==> src/hdl/ftfc_pkg.sv <==
// ----------------------------------------------------------------------------
// How it works
// - Flush-to-zero clear: denormal operand raises unimplemented; tiny result too, unless flush-to-nearest (final result) or flush override (product) is set.
// - Flush-to-zero set: denormal operands become zero, tiny results zero or smallest normal.
// - Flush override set: tiny fused product ignores flush-to-zero; product step only.
// - Flush override set: tiny product kept unbounded, never forced; its flush step never traps.
// - Override clear, flush-to-zero set: product takes untrapped default; both clear: unimplemented.
// - Flush-to-nearest in nearest mode: below half smallest normal gives zero, else smallest normal.
// - Flush-to-nearest wins over flush-to-zero for tiny final results.
// - Flush-to-nearest in other rounding modes behaves as flush-to-zero for final results.
// - Flush-to-nearest clear, flush-to-zero set: final tiny result takes untrapped default.
// - Any control word move checks enables against cause and may raise a trap.
// - Ordinary op: round unbounded, then substitute default on overflow or affected tiny.
// - Cause updates every step; enabled exception traps at once, later steps skipped.
// - Rounding priority unimplemented, invalid, divide-by-zero, then under/overflow; exclusive except invalid+inexact.
// - Rounding step never sets underflow with overflow; range exit sets one.
// - Flushing step sets inexact whenever it substitutes a default result.
// - Fused op runs round product, flush product, round sum, flush sum.
// - Fused op may end with product underflow plus sum overflow both set.
// - Flush-to-zero set: denormal operand in a rounding step sets inexact, except when unimplemented or divide-by-zero is raised.
// - Operand conditions show in the step using the operand; addend in sum rounding.
// - Unimplemented clears earlier cause updates; only it stays set on that trap.
// - Trap when cause and matching enable both set; unimplemented always enabled.
// - Rounding mode 0 nearest even, 1 toward zero, 2 plus infinity, 3 minus infinity.
// ----------------------------------------------------------------------------
package ftfc_pkg;
  // --------------------------------------------------------------------------
  // Register map and field layout
  // --------------------------------------------------------------------------
  localparam int FTFC_AW = 12;
  localparam logic [FTFC_AW-1:0] FTFC_CSR_OFS = 12'h000;
  localparam logic [FTFC_AW-1:0] FTFC_STATUS_OFS = 12'h004;
  localparam logic [FTFC_AW-1:0] FTFC_MODE_OFS = 12'h008;
  localparam int FTFC_RM_LSB = 0;
  localparam int FTFC_FLAGS_LSB = 2;
  localparam int FTFC_EN_LSB = 7;
  localparam int FTFC_CAUSE_LSB = 12;
  localparam int FTFC_FLUSH_NEAR_BIT = 21;
  localparam int FTFC_FLUSH_OVR_BIT = 22;
  localparam int FTFC_FLUSH_ZERO_BIT = 24;
  localparam logic [31:0] FTFC_CSR_RST = 32'h0000_0000;
  // Cause vector positions; the low five match the enable and flag fields
  localparam int FTFC_CB_I = 0;
  localparam int FTFC_CB_U = 1;
  localparam int FTFC_CB_O = 2;
  localparam int FTFC_CB_Z = 3;
  localparam int FTFC_CB_V = 4;
  localparam int FTFC_CB_E = 5;
  localparam logic [5:0] FTFC_CAUSE_E_ONLY = 6'h20;
  // Status register positions
  localparam int FTFC_ST_BUSY = 0;
  localparam int FTFC_ST_TRAP = 1;
  localparam int FTFC_ST_CLS_LSB = 2;
  localparam int FTFC_ST_SIGN = 5;

  // --------------------------------------------------------------------------
  // Types
  // --------------------------------------------------------------------------
  typedef enum logic [1:0] {
    FTFC_RM_NEAREST = 2'h0,
    FTFC_RM_ZERO = 2'h1,
    FTFC_RM_PLUS = 2'h2,
    FTFC_RM_MINUS = 2'h3
  } ftfc_rm_t;
  typedef enum logic [2:0] {
    FTFC_RES_KEEP, FTFC_RES_ZERO, FTFC_RES_MIN_NORMAL, FTFC_RES_OVF_DEFAULT, FTFC_RES_INTERNAL
  } ftfc_cls_t;
  typedef enum {FTFC_IDLE, FTFC_RND_A, FTFC_FLS_A, FTFC_RND_B, FTFC_FLS_B} ftfc_state_t;
  // Conditions the arithmetic reports for one rounding step and its flush
  typedef struct packed {
    logic affected;
    logic denorm_in;
    logic unimpl;
    logic invalid;
    logic div_zero;
    logic inexact;
    logic ovf;
    logic tiny;
    logic below_half;
    logic sign;
  } ftfc_step_t;
  typedef struct packed {
    logic fma;
    ftfc_step_t step_a;
    ftfc_step_t step_b;
  } ftfc_req_t;
  typedef struct packed {
    ftfc_cls_t cls;
    logic sign;
  } ftfc_res_t;
  typedef struct packed {
    ftfc_rm_t rm;
    logic flush_zero_ctl;
    logic flush_override;
    logic flush_nearest_ctl;
    logic [4:0] enables;
  } ftfc_ctl_t;
  typedef struct packed {
    logic [5:0] cause;
    ftfc_cls_t cls;
  } ftfc_flush_t;
endpackage : ftfc_pkg

==> src/hdl/ftfc_core.sv <==
// Implementation choices: the APB interface to the registers and the register addresses.
`timescale 1ns/1ps
`default_nettype none
module ftfc_core
  import ftfc_pkg::*;
(
  input wire logic pclk,
  input wire logic presetn,
  input wire logic psel,
  input wire logic penable,
  input wire logic pwrite,
  input wire logic [FTFC_AW-1:0] paddr,
  input wire logic [31:0] pwdata,
  input wire logic [3:0] pstrb,
  output logic [31:0] prdata,
  output logic pready,
  output logic pslverr,
  input wire logic op_valid,
  input wire ftfc_req_t op_req,
  output logic op_ready,
  output logic op_done,
  output logic op_trap,
  output logic move_trap,
  output ftfc_res_t op_res
);

  // --------------------------------------------------------------------------
  // Functions
  // --------------------------------------------------------------------------
  // Byte-lane merge for partial writes
  function automatic logic [31:0] lane_merge(input logic [31:0] old_w, input logic [31:0] new_w,
                                             input logic [3:0] strb);
    logic [31:0] w;
    w = old_w;
    for (int b = 0; b < 4; b++) begin
      if (strb[b]) begin
        w[b*8 +: 8] = new_w[b*8 +: 8];
      end
    end
    return w;
  endfunction : lane_merge

  // Cause bits raised by a rounding step, priority ordered
  function automatic logic [5:0] round_cause(input ftfc_step_t s, input logic fz);
    logic [5:0] c;
    logic dn;
    c = 6'h00;
    dn = s.denorm_in && s.affected;
    if (s.unimpl || (dn && !fz)) begin
      c[FTFC_CB_E] = 1'b1;
    end else if (s.invalid) begin
      c[FTFC_CB_V] = 1'b1;
      c[FTFC_CB_I] = dn;
    end else if (s.div_zero) begin
      c[FTFC_CB_Z] = 1'b1;
    end else begin
      c[FTFC_CB_I] = s.inexact || dn;
      c[FTFC_CB_O] = s.ovf;
      c[FTFC_CB_U] = s.tiny && !s.ovf;
    end
    return c;
  endfunction : round_cause

  // Forced value of a tiny result under flush-to-zero
  function automatic ftfc_cls_t tiny_default(input ftfc_rm_t rm, input logic neg);
    ftfc_cls_t cl;
    cl = FTFC_RES_ZERO;
    if ((rm == FTFC_RM_PLUS && !neg) || (rm == FTFC_RM_MINUS && neg)) begin
      cl = FTFC_RES_MIN_NORMAL;
    end
    return cl;
  endfunction : tiny_default

  // Flushing step: substitution and its cause bits
  // Limitation: operand zeroing happens in the arithmetic; this block only
  // decides the substituted class and the cause bits that go with it
  function automatic ftfc_flush_t flush_step(input ftfc_step_t s, input logic product,
                                             input ftfc_ctl_t ctl);
    ftfc_flush_t f;
    f.cause = 6'h00;
    f.cls = FTFC_RES_KEEP;
    if (s.ovf) begin
      f.cause[FTFC_CB_I] = 1'b1;
      f.cls = FTFC_RES_OVF_DEFAULT;
    end else if (s.tiny && s.affected) begin
      if (product && ctl.flush_override) begin
        f.cls = FTFC_RES_INTERNAL;
      end else if (!product && ctl.flush_nearest_ctl && ctl.rm == FTFC_RM_NEAREST) begin
        f.cls = s.below_half ? FTFC_RES_ZERO : FTFC_RES_MIN_NORMAL;
        f.cause[FTFC_CB_I] = 1'b1;
      end else if (ctl.flush_zero_ctl || (!product && ctl.flush_nearest_ctl)) begin
        f.cls = tiny_default(ctl.rm, s.sign);
        f.cause[FTFC_CB_I] = 1'b1;
      end else begin
        f.cause[FTFC_CB_E] = 1'b1;
      end
    end
    return f;
  endfunction : flush_step

  // --------------------------------------------------------------------------
  // State
  // --------------------------------------------------------------------------
  ftfc_state_t state;
  ftfc_state_t next_state;
  ftfc_req_t req_q;
  ftfc_rm_t rm;
  logic flush_zero_ctl;
  logic flush_override;
  logic flush_nearest_ctl;
  logic [4:0] enables;
  logic [5:0] cause;
  logic [4:0] flags;
  logic last_trap;

  // --------------------------------------------------------------------------
  // Register access decode
  // --------------------------------------------------------------------------
  logic setup;
  logic access;
  logic csr_hit;
  logic st_hit;
  logic mode_hit;
  logic bad_acc;
  logic csr_wr;
  logic mode_wr;
  logic [31:0] csr_rd;
  logic [31:0] mode_rd;
  logic [31:0] st_rd;
  logic [31:0] rd_mux;
  logic [31:0] wr_word;
  logic [5:0] wcause;
  logic [4:0] wen;
  logic wr_trap_now;

  // Zero-wait slave: data is staged in setup, so pready rises in the access cycle
  assign setup = psel && !penable;
  assign access = psel && penable && pready;
  assign csr_hit = paddr == FTFC_CSR_OFS;
  assign st_hit = paddr == FTFC_STATUS_OFS;
  assign mode_hit = paddr == FTFC_MODE_OFS;
  assign bad_acc = !(csr_hit || st_hit || mode_hit) || (pwrite && st_hit);
  assign csr_wr = access && pwrite && csr_hit;
  assign mode_wr = access && pwrite && mode_hit;

  // Read views; reserved bits read zero
  assign csr_rd = {7'h00, flush_zero_ctl, 1'b0, flush_override, flush_nearest_ctl, 3'h0,
                   cause, enables, flags, rm};
  assign mode_rd = {7'h00, flush_zero_ctl, 1'b0, flush_override, flush_nearest_ctl, 19'h0, rm};
  assign st_rd = {26'h0, op_res.sign, op_res.cls, last_trap, state != FTFC_IDLE};
  assign rd_mux = csr_hit ? csr_rd : (mode_hit ? mode_rd : (st_hit ? st_rd : 32'h0));
  assign wr_word = lane_merge(csr_hit ? csr_rd : mode_rd, pwdata, pstrb);
  assign wcause = wr_word[FTFC_CAUSE_LSB +: 6];
  assign wen = wr_word[FTFC_EN_LSB +: 5];

  // A move into either control view checks the resulting enables and cause
  assign wr_trap_now = csr_wr ? (wcause[FTFC_CB_E] || |(wcause[4:0] & wen))
                     : (mode_wr && (cause[FTFC_CB_E] || |(cause[4:0] & enables)));

  // --------------------------------------------------------------------------
  // Cause sequencer datapath
  // --------------------------------------------------------------------------
  ftfc_ctl_t ctl;
  ftfc_step_t cur_step;
  ftfc_flush_t cur_flush;
  logic step_active;
  logic is_round;
  logic in_a;
  logic accept;
  logic [5:0] step_cause;
  logic [5:0] merged;
  logic step_trap;
  logic finish;
  logic [5:0] next_cause;
  logic [4:0] next_flags;

  assign ctl = '{rm: rm, flush_zero_ctl: flush_zero_ctl, flush_override: flush_override,
                 flush_nearest_ctl: flush_nearest_ctl, enables: enables};
  assign step_active = state != FTFC_IDLE;
  assign is_round = state == FTFC_RND_A || state == FTFC_RND_B;
  assign in_a = state == FTFC_RND_A || state == FTFC_FLS_A;
  assign accept = op_valid && op_ready;
  // Addend conditions live in step_b, so they appear only in the sum rounding step
  assign cur_step = in_a ? req_q.step_a : req_q.step_b;
  assign cur_flush = flush_step(cur_step, state == FTFC_FLS_A, ctl);
  assign step_cause = !step_active ? 6'h00
                    : (is_round ? round_cause(cur_step, flush_zero_ctl) : cur_flush.cause);
  // Unimplemented wipes whatever earlier steps left
  assign merged = step_cause[FTFC_CB_E] ? FTFC_CAUSE_E_ONLY : (cause | step_cause);
  // Unimplemented has no enable bit and always traps
  assign step_trap = step_active && (step_cause[FTFC_CB_E] || |(step_cause[4:0] & enables));
  assign finish = step_active && (step_trap || state == FTFC_FLS_B);

  // Hardware update beats a software write to the same cause bits
  assign next_cause = step_active ? merged
                    : (accept ? 6'h00 : (csr_wr ? wcause : cause));
  // Flags collect only untrapped completions; set wins over a clearing write
  assign next_flags = (csr_wr ? wr_word[FTFC_FLAGS_LSB +: 5] : flags)
                    | ((state == FTFC_FLS_B && !step_trap) ? merged[4:0] : 5'h00);

  // Step order; a trap ends the operation in the step that raised it
  always_comb begin
    next_state = state;
    unique case (state)
      FTFC_IDLE: begin
        if (accept) begin
          next_state = op_req.fma ? FTFC_RND_A : FTFC_RND_B;
        end
      end
      FTFC_RND_A: begin
        next_state = step_trap ? FTFC_IDLE : FTFC_FLS_A;
      end
      FTFC_FLS_A: begin
        next_state = step_trap ? FTFC_IDLE : FTFC_RND_B;
      end
      FTFC_RND_B: begin
        next_state = step_trap ? FTFC_IDLE : FTFC_FLS_B;
      end
      FTFC_FLS_B: begin
        next_state = FTFC_IDLE;
      end
    endcase
  end

  // --------------------------------------------------------------------------
  // Flip-flops
  // --------------------------------------------------------------------------
  // Sequencer state and pipeline handshake
  always_ff @(posedge pclk or negedge presetn) begin
    if (!presetn) begin
      state <= FTFC_IDLE;
      req_q <= '0;
      op_ready <= 1'b1;
      op_done <= 1'b0;
      op_trap <= 1'b0;
      op_res <= '{cls: FTFC_RES_KEEP, sign: 1'b0};
      last_trap <= 1'b0;
    end else begin
      state <= next_state;
      op_ready <= next_state == FTFC_IDLE;
      op_done <= finish;
      op_trap <= step_trap;
      if (accept) begin
        req_q <= op_req;
      end
      if (finish) begin
        last_trap <= step_trap;
      end
      if (state == FTFC_FLS_B) begin
        op_res <= '{cls: cur_flush.cls, sign: cur_step.sign};
      end
    end
  end

  // Control and status fields
  always_ff @(posedge pclk or negedge presetn) begin
    if (!presetn) begin
      rm <= ftfc_rm_t'(FTFC_CSR_RST[FTFC_RM_LSB +: 2]);
      flush_zero_ctl <= FTFC_CSR_RST[FTFC_FLUSH_ZERO_BIT];
      flush_override <= FTFC_CSR_RST[FTFC_FLUSH_OVR_BIT];
      flush_nearest_ctl <= FTFC_CSR_RST[FTFC_FLUSH_NEAR_BIT];
      enables <= FTFC_CSR_RST[FTFC_EN_LSB +: 5];
      cause <= FTFC_CSR_RST[FTFC_CAUSE_LSB +: 6];
      flags <= FTFC_CSR_RST[FTFC_FLAGS_LSB +: 5];
      move_trap <= 1'b0;
    end else begin
      cause <= next_cause;
      flags <= next_flags;
      move_trap <= wr_trap_now;
      if (csr_wr || mode_wr) begin
        rm <= ftfc_rm_t'(wr_word[FTFC_RM_LSB +: 2]);
        flush_zero_ctl <= wr_word[FTFC_FLUSH_ZERO_BIT];
        flush_override <= wr_word[FTFC_FLUSH_OVR_BIT];
        flush_nearest_ctl <= wr_word[FTFC_FLUSH_NEAR_BIT];
      end
      if (csr_wr) begin
        enables <= wen;
      end
    end
  end

  // Bus answer, staged in the setup cycle
  always_ff @(posedge pclk or negedge presetn) begin
    if (!presetn) begin
      prdata <= 32'h0000_0000;
      pready <= 1'b0;
      pslverr <= 1'b0;
    end else begin
      pready <= setup;
      pslverr <= setup && bad_acc;
      prdata <= (setup && !pwrite && !bad_acc) ? rd_mux : 32'h0000_0000;
    end
  end
endmodule : ftfc_core
`default_nettype wire

==> config.mk <==
export PLATFORM = sky130hd
export DESIGN_NAME = ftfc_core
export DESIGN_NICKNAME = d
export VERILOG_FILES = /design/src/hdl/ftfc_pkg.sv /design/src/hdl/ftfc_core.sv
export SDC_FILE = /design/constraint.sdc
export NUM_CORES = 1
export LEC_CHECK = 0
export BUFFER_PORTS_ARGS = -buffer_cell sky130_fd_sc_hd__buf_4
export CAP_MARGIN = 10
export CELL_PAD_IN_SITES_DETAIL_PLACEMENT = 1
export CELL_PAD_IN_SITES_GLOBAL_PLACEMENT = 1
export CORE_MARGIN = 2
export CORE_UTILIZATION = 45
export CTS_CLUSTER_DIAMETER = 150
export DETAILED_ROUTE_END_ITERATION = 16
export HOLD_SLACK_MARGIN = 0.06
export PLACE_DENSITY = 0.91
export SLEW_MARGIN = 20
export SYNTH_ARGS = -nofsm -noshare
export SYNTH_HDL_FRONTEND = slang
export SYNTH_SLANG_ARGS = --single-unit
==> constraint.sdc <==
create_clock -name pclk -period 4.8 [get_ports pclk]
set_input_delay 0.48 -clock pclk [delete_from_list [all_inputs] [get_ports pclk]]
set_output_delay 0.48 -clock pclk [all_outputs]
set_load 0.02 [all_outputs]
==> flow_summary.json <==
{
  "outcome": "complete, no violations",
  "core_area_um2": 10700,
  "synth_cells": 457,
  "worstPathArrival_ns": 3.91,
  "synth_area_um2": 4890,
  "grt_use_total_pct": 22.6,
  "p_per_area_nw_per_um2": 263,
  "min_period_over_period_pct": 76.3,
  "antenna_found_initial": 0,
  "clk_latency_ns": 0.38,
  "cp-end-kind": "flip-flop",
  "synth_cell_type_count": 70,
  "path_clk_slew_ns": 0.10,
  "synth_area_leaders": "dfrtp_1, nand2_1, and2_1, mux2i_1, o21ai_0",
  "area_growth_pct": 19.6,
  "cts_setup_buffers": 0,
  "n_fill_cell": 1217,
  "preCtsSetupSlack_ns": 1.15,
  "vdd_drop_max_mv": 0.128,
  "dieWidth_um": 108,
  "path_max_fanout": 12,
  "yosysTopAreaCellShare_pct": 53.3,
  "synthFlopType": "dfrtp_1",
  "setup_viol": 0,
  "max-slew-margin-rel_pct": 33.5,
  "worstMarginPinSlew_ns": 0.997,
  "gp_congestion": 0.919,
  "grt_pass1_wl_um": 20100,
  "numCtsBuffers": 9,
  "start_kind": "flip-flop",
  "fin_crit_ns": 3.66,
  "nNetsFinal": 623,
  "tns_ns": 0,
  "fmax_ghz": 0.273,
  "diodes": 0,
  "wl_per_cell_um": 18.2,
  "ys_seq_elements": 105,
  "finClkSkew_ns": 0.0106,
  "cts_resized": 0,
  "hold_path.class": "input pin to asynchronous set/reset pin",
  "regArea_um2": 2630,
  "design_area_um2": 5840,
  "fp.dieArea_um2": 11700,
  "synth_edf_count": 0,
  "drc": 0,
  "overflow": 0,
  "ios": 117,
  "hold_violations": 0,
  "path_class": "flip-flop to flip-flop",
  "drt-initial-drc-count": 176,
  "grt_pass1_vias": 3961,
  "via_per_inst": 5.42,
  "async_reset_ff_share_pct": 100,
  "drt_first_pass_iters": 4,
  "initial_core_util_pct": 45.7,
  "maxSlewViolCount": 0,
  "required_ns": 5.05,
  "clock-root-buffer": "clkbuf_8",
  "yosysSeqAreaShare_pct": 53.8,
  "grt_max_degree": 54,
  "dp_hpwl_um": 9740,
  "final.setup.worst_slack_ns": 1.14,
  "syn_avg_cell_area_um2": 10.7,
  "yosysWarnings": 0,
  "die_h_um": 108,
  "regToRegSetupSlack_ns": 1.14,
  "wl_um": 12600,
  "fin_util_pct": 54.6,
  "layout-drive-gt1-share_pct": 26.2,
  "clk_path_buf_depth": 2,
  "p_leak_nw": 2.91,
  "io_buffers": 94,
  "synth_largest_area_cell": "dfrtp_1",
  "cts_hold_buffers": 0,
  "multi_input_comb_area_um2": 2060,
  "tritoncts": "yes",
  "placed_area_um2": 5640,
  "clkSinkCount": 105,
  "cap_violations": 0,
  "dr_total_vias": 3759,
  "htreeDepth": 3,
  "ant_nets": 0,
  "rsz0062_at_grt": "no",
  "rows": 38
}
[where the power goes]
| part | switching (W) | internal, W |
|---|---|---|
| sequential | 0.000000488 | 0.000885 |
| clock | 0.000310 | 0.000259 |
| combinational | 0.0000455 | 0.0000392 |
[final timing paths]
kind / start / endpoint / depth (start not counted)
setup / recovery: state[15]$_DFF_PN0_ / state[0]$_DFF_PN0_ / 8
min in group pclk: op_req[9] / req_q[9]$_DFFE_PN0P_ / 3
setup reg to reg: state[15]$_DFF_PN0_ / state[0]$_DFF_PN0_ / 8
hold reg to reg: req_q[1]$_DFFE_PN0P_ / req_q[1]$_DFFE_PN0P_ / 2
max in group asynchronous: presetn / req_q[13]$_DFFE_PN0P_ / 2
hold / removal: presetn / prdata[21]$_DFF_PN0_ / 1
[kinds of logic (layout without fill, tap and decap cells)]
group	after synthesis	count (layout)	share of synthesized area, %
xor+xnor	2	2	0.359
other cells	1	11	0.0768
simple gates	208	208	23.5
compound gates	68	68	10.4
buf+inv	40	126	4.89
flops	105	105	53.8
mux	33	33	6.99
[stage by stage]
step           hold slack [ns]  cells  total power (W)
6_report                 0.127    693          0.00154
5_1_grt                  0.179    693          0.00160
3_3_place_gp             0.460    677         0.000985
4_1_cts                  0.138    693          0.00155
2_1_floorplan            0.184    467         0.000928
3_5_place_dp             0.462    677         0.000988
[cell usage in the layout, fill, tap and decap left out, types with 6 or more instances in the layout]
cell type / instances
dfrtp_1: 104
buf_4: 97
nand2_1: 82
and2_1: 42
nor2_1: 24
mux2i_1: 24
o21ai_0: 22
inv_1: 13
conb_1: 11
clkbuf_8: 10
nor3_1: 8
a21oi_1: 8
mux2_2: 8
o22ai_1: 7
nand3_1: 6
[cell usage after synthesis, drive strengths merged, types with 7 or more instances]
library cell and count:
dfrtp 104, nand2 83, and2 44, mux2i 24, nor2 24, o21ai 23
buf 13, clkbuf 13, inv 13, mux2 9, nor3 9, nor4 9
a21oi 8, o22ai 7
[layout make-up]
class,count,area share (%)
flip-flops and latches,105,45.0
multi-input cells,322,35.2
repair buffers,97,12.5
well taps,140,3.00
clock buffers,11,2.42
clock inverters,5,1.09
inverters,13,0.835
[per-layer routing]
metal	wire, um	up-vias	track usage, %
li1	-	1740	-
met1	5490	1881	29.0
met2	6240	119	38.2
met3	646	19	3.44
met4	243	0	9.34
met5	0	-	0
[registers in the layout, summed over array words and instances (netlist names)]
register           count
cause                  6
enables                5
flags                  5
flush_nearest_ctl      1
flush_override         1
flush_zero_ctl         1
last_trap              1
move_trap              1
op_done                1
op_ready               1
op_res                 4
op_trap                1
prdata                21
pready                 1
pslverr                1
req_q                 20
rm                     2
state                 32
[critical path, cell delays in order, from the launching register on]
cell and delay, ns:
dfrtp_1 0.40, nor3_1 0.38, nand4_4 0.20, a2111oi_4 0.89, mux2i_1 0.43, nand2_1 0.18
or4_1 0.55, nor2_1 0.34, o31ai_1 0.14
No activity file was read; power rests on OpenSTA's default activity.
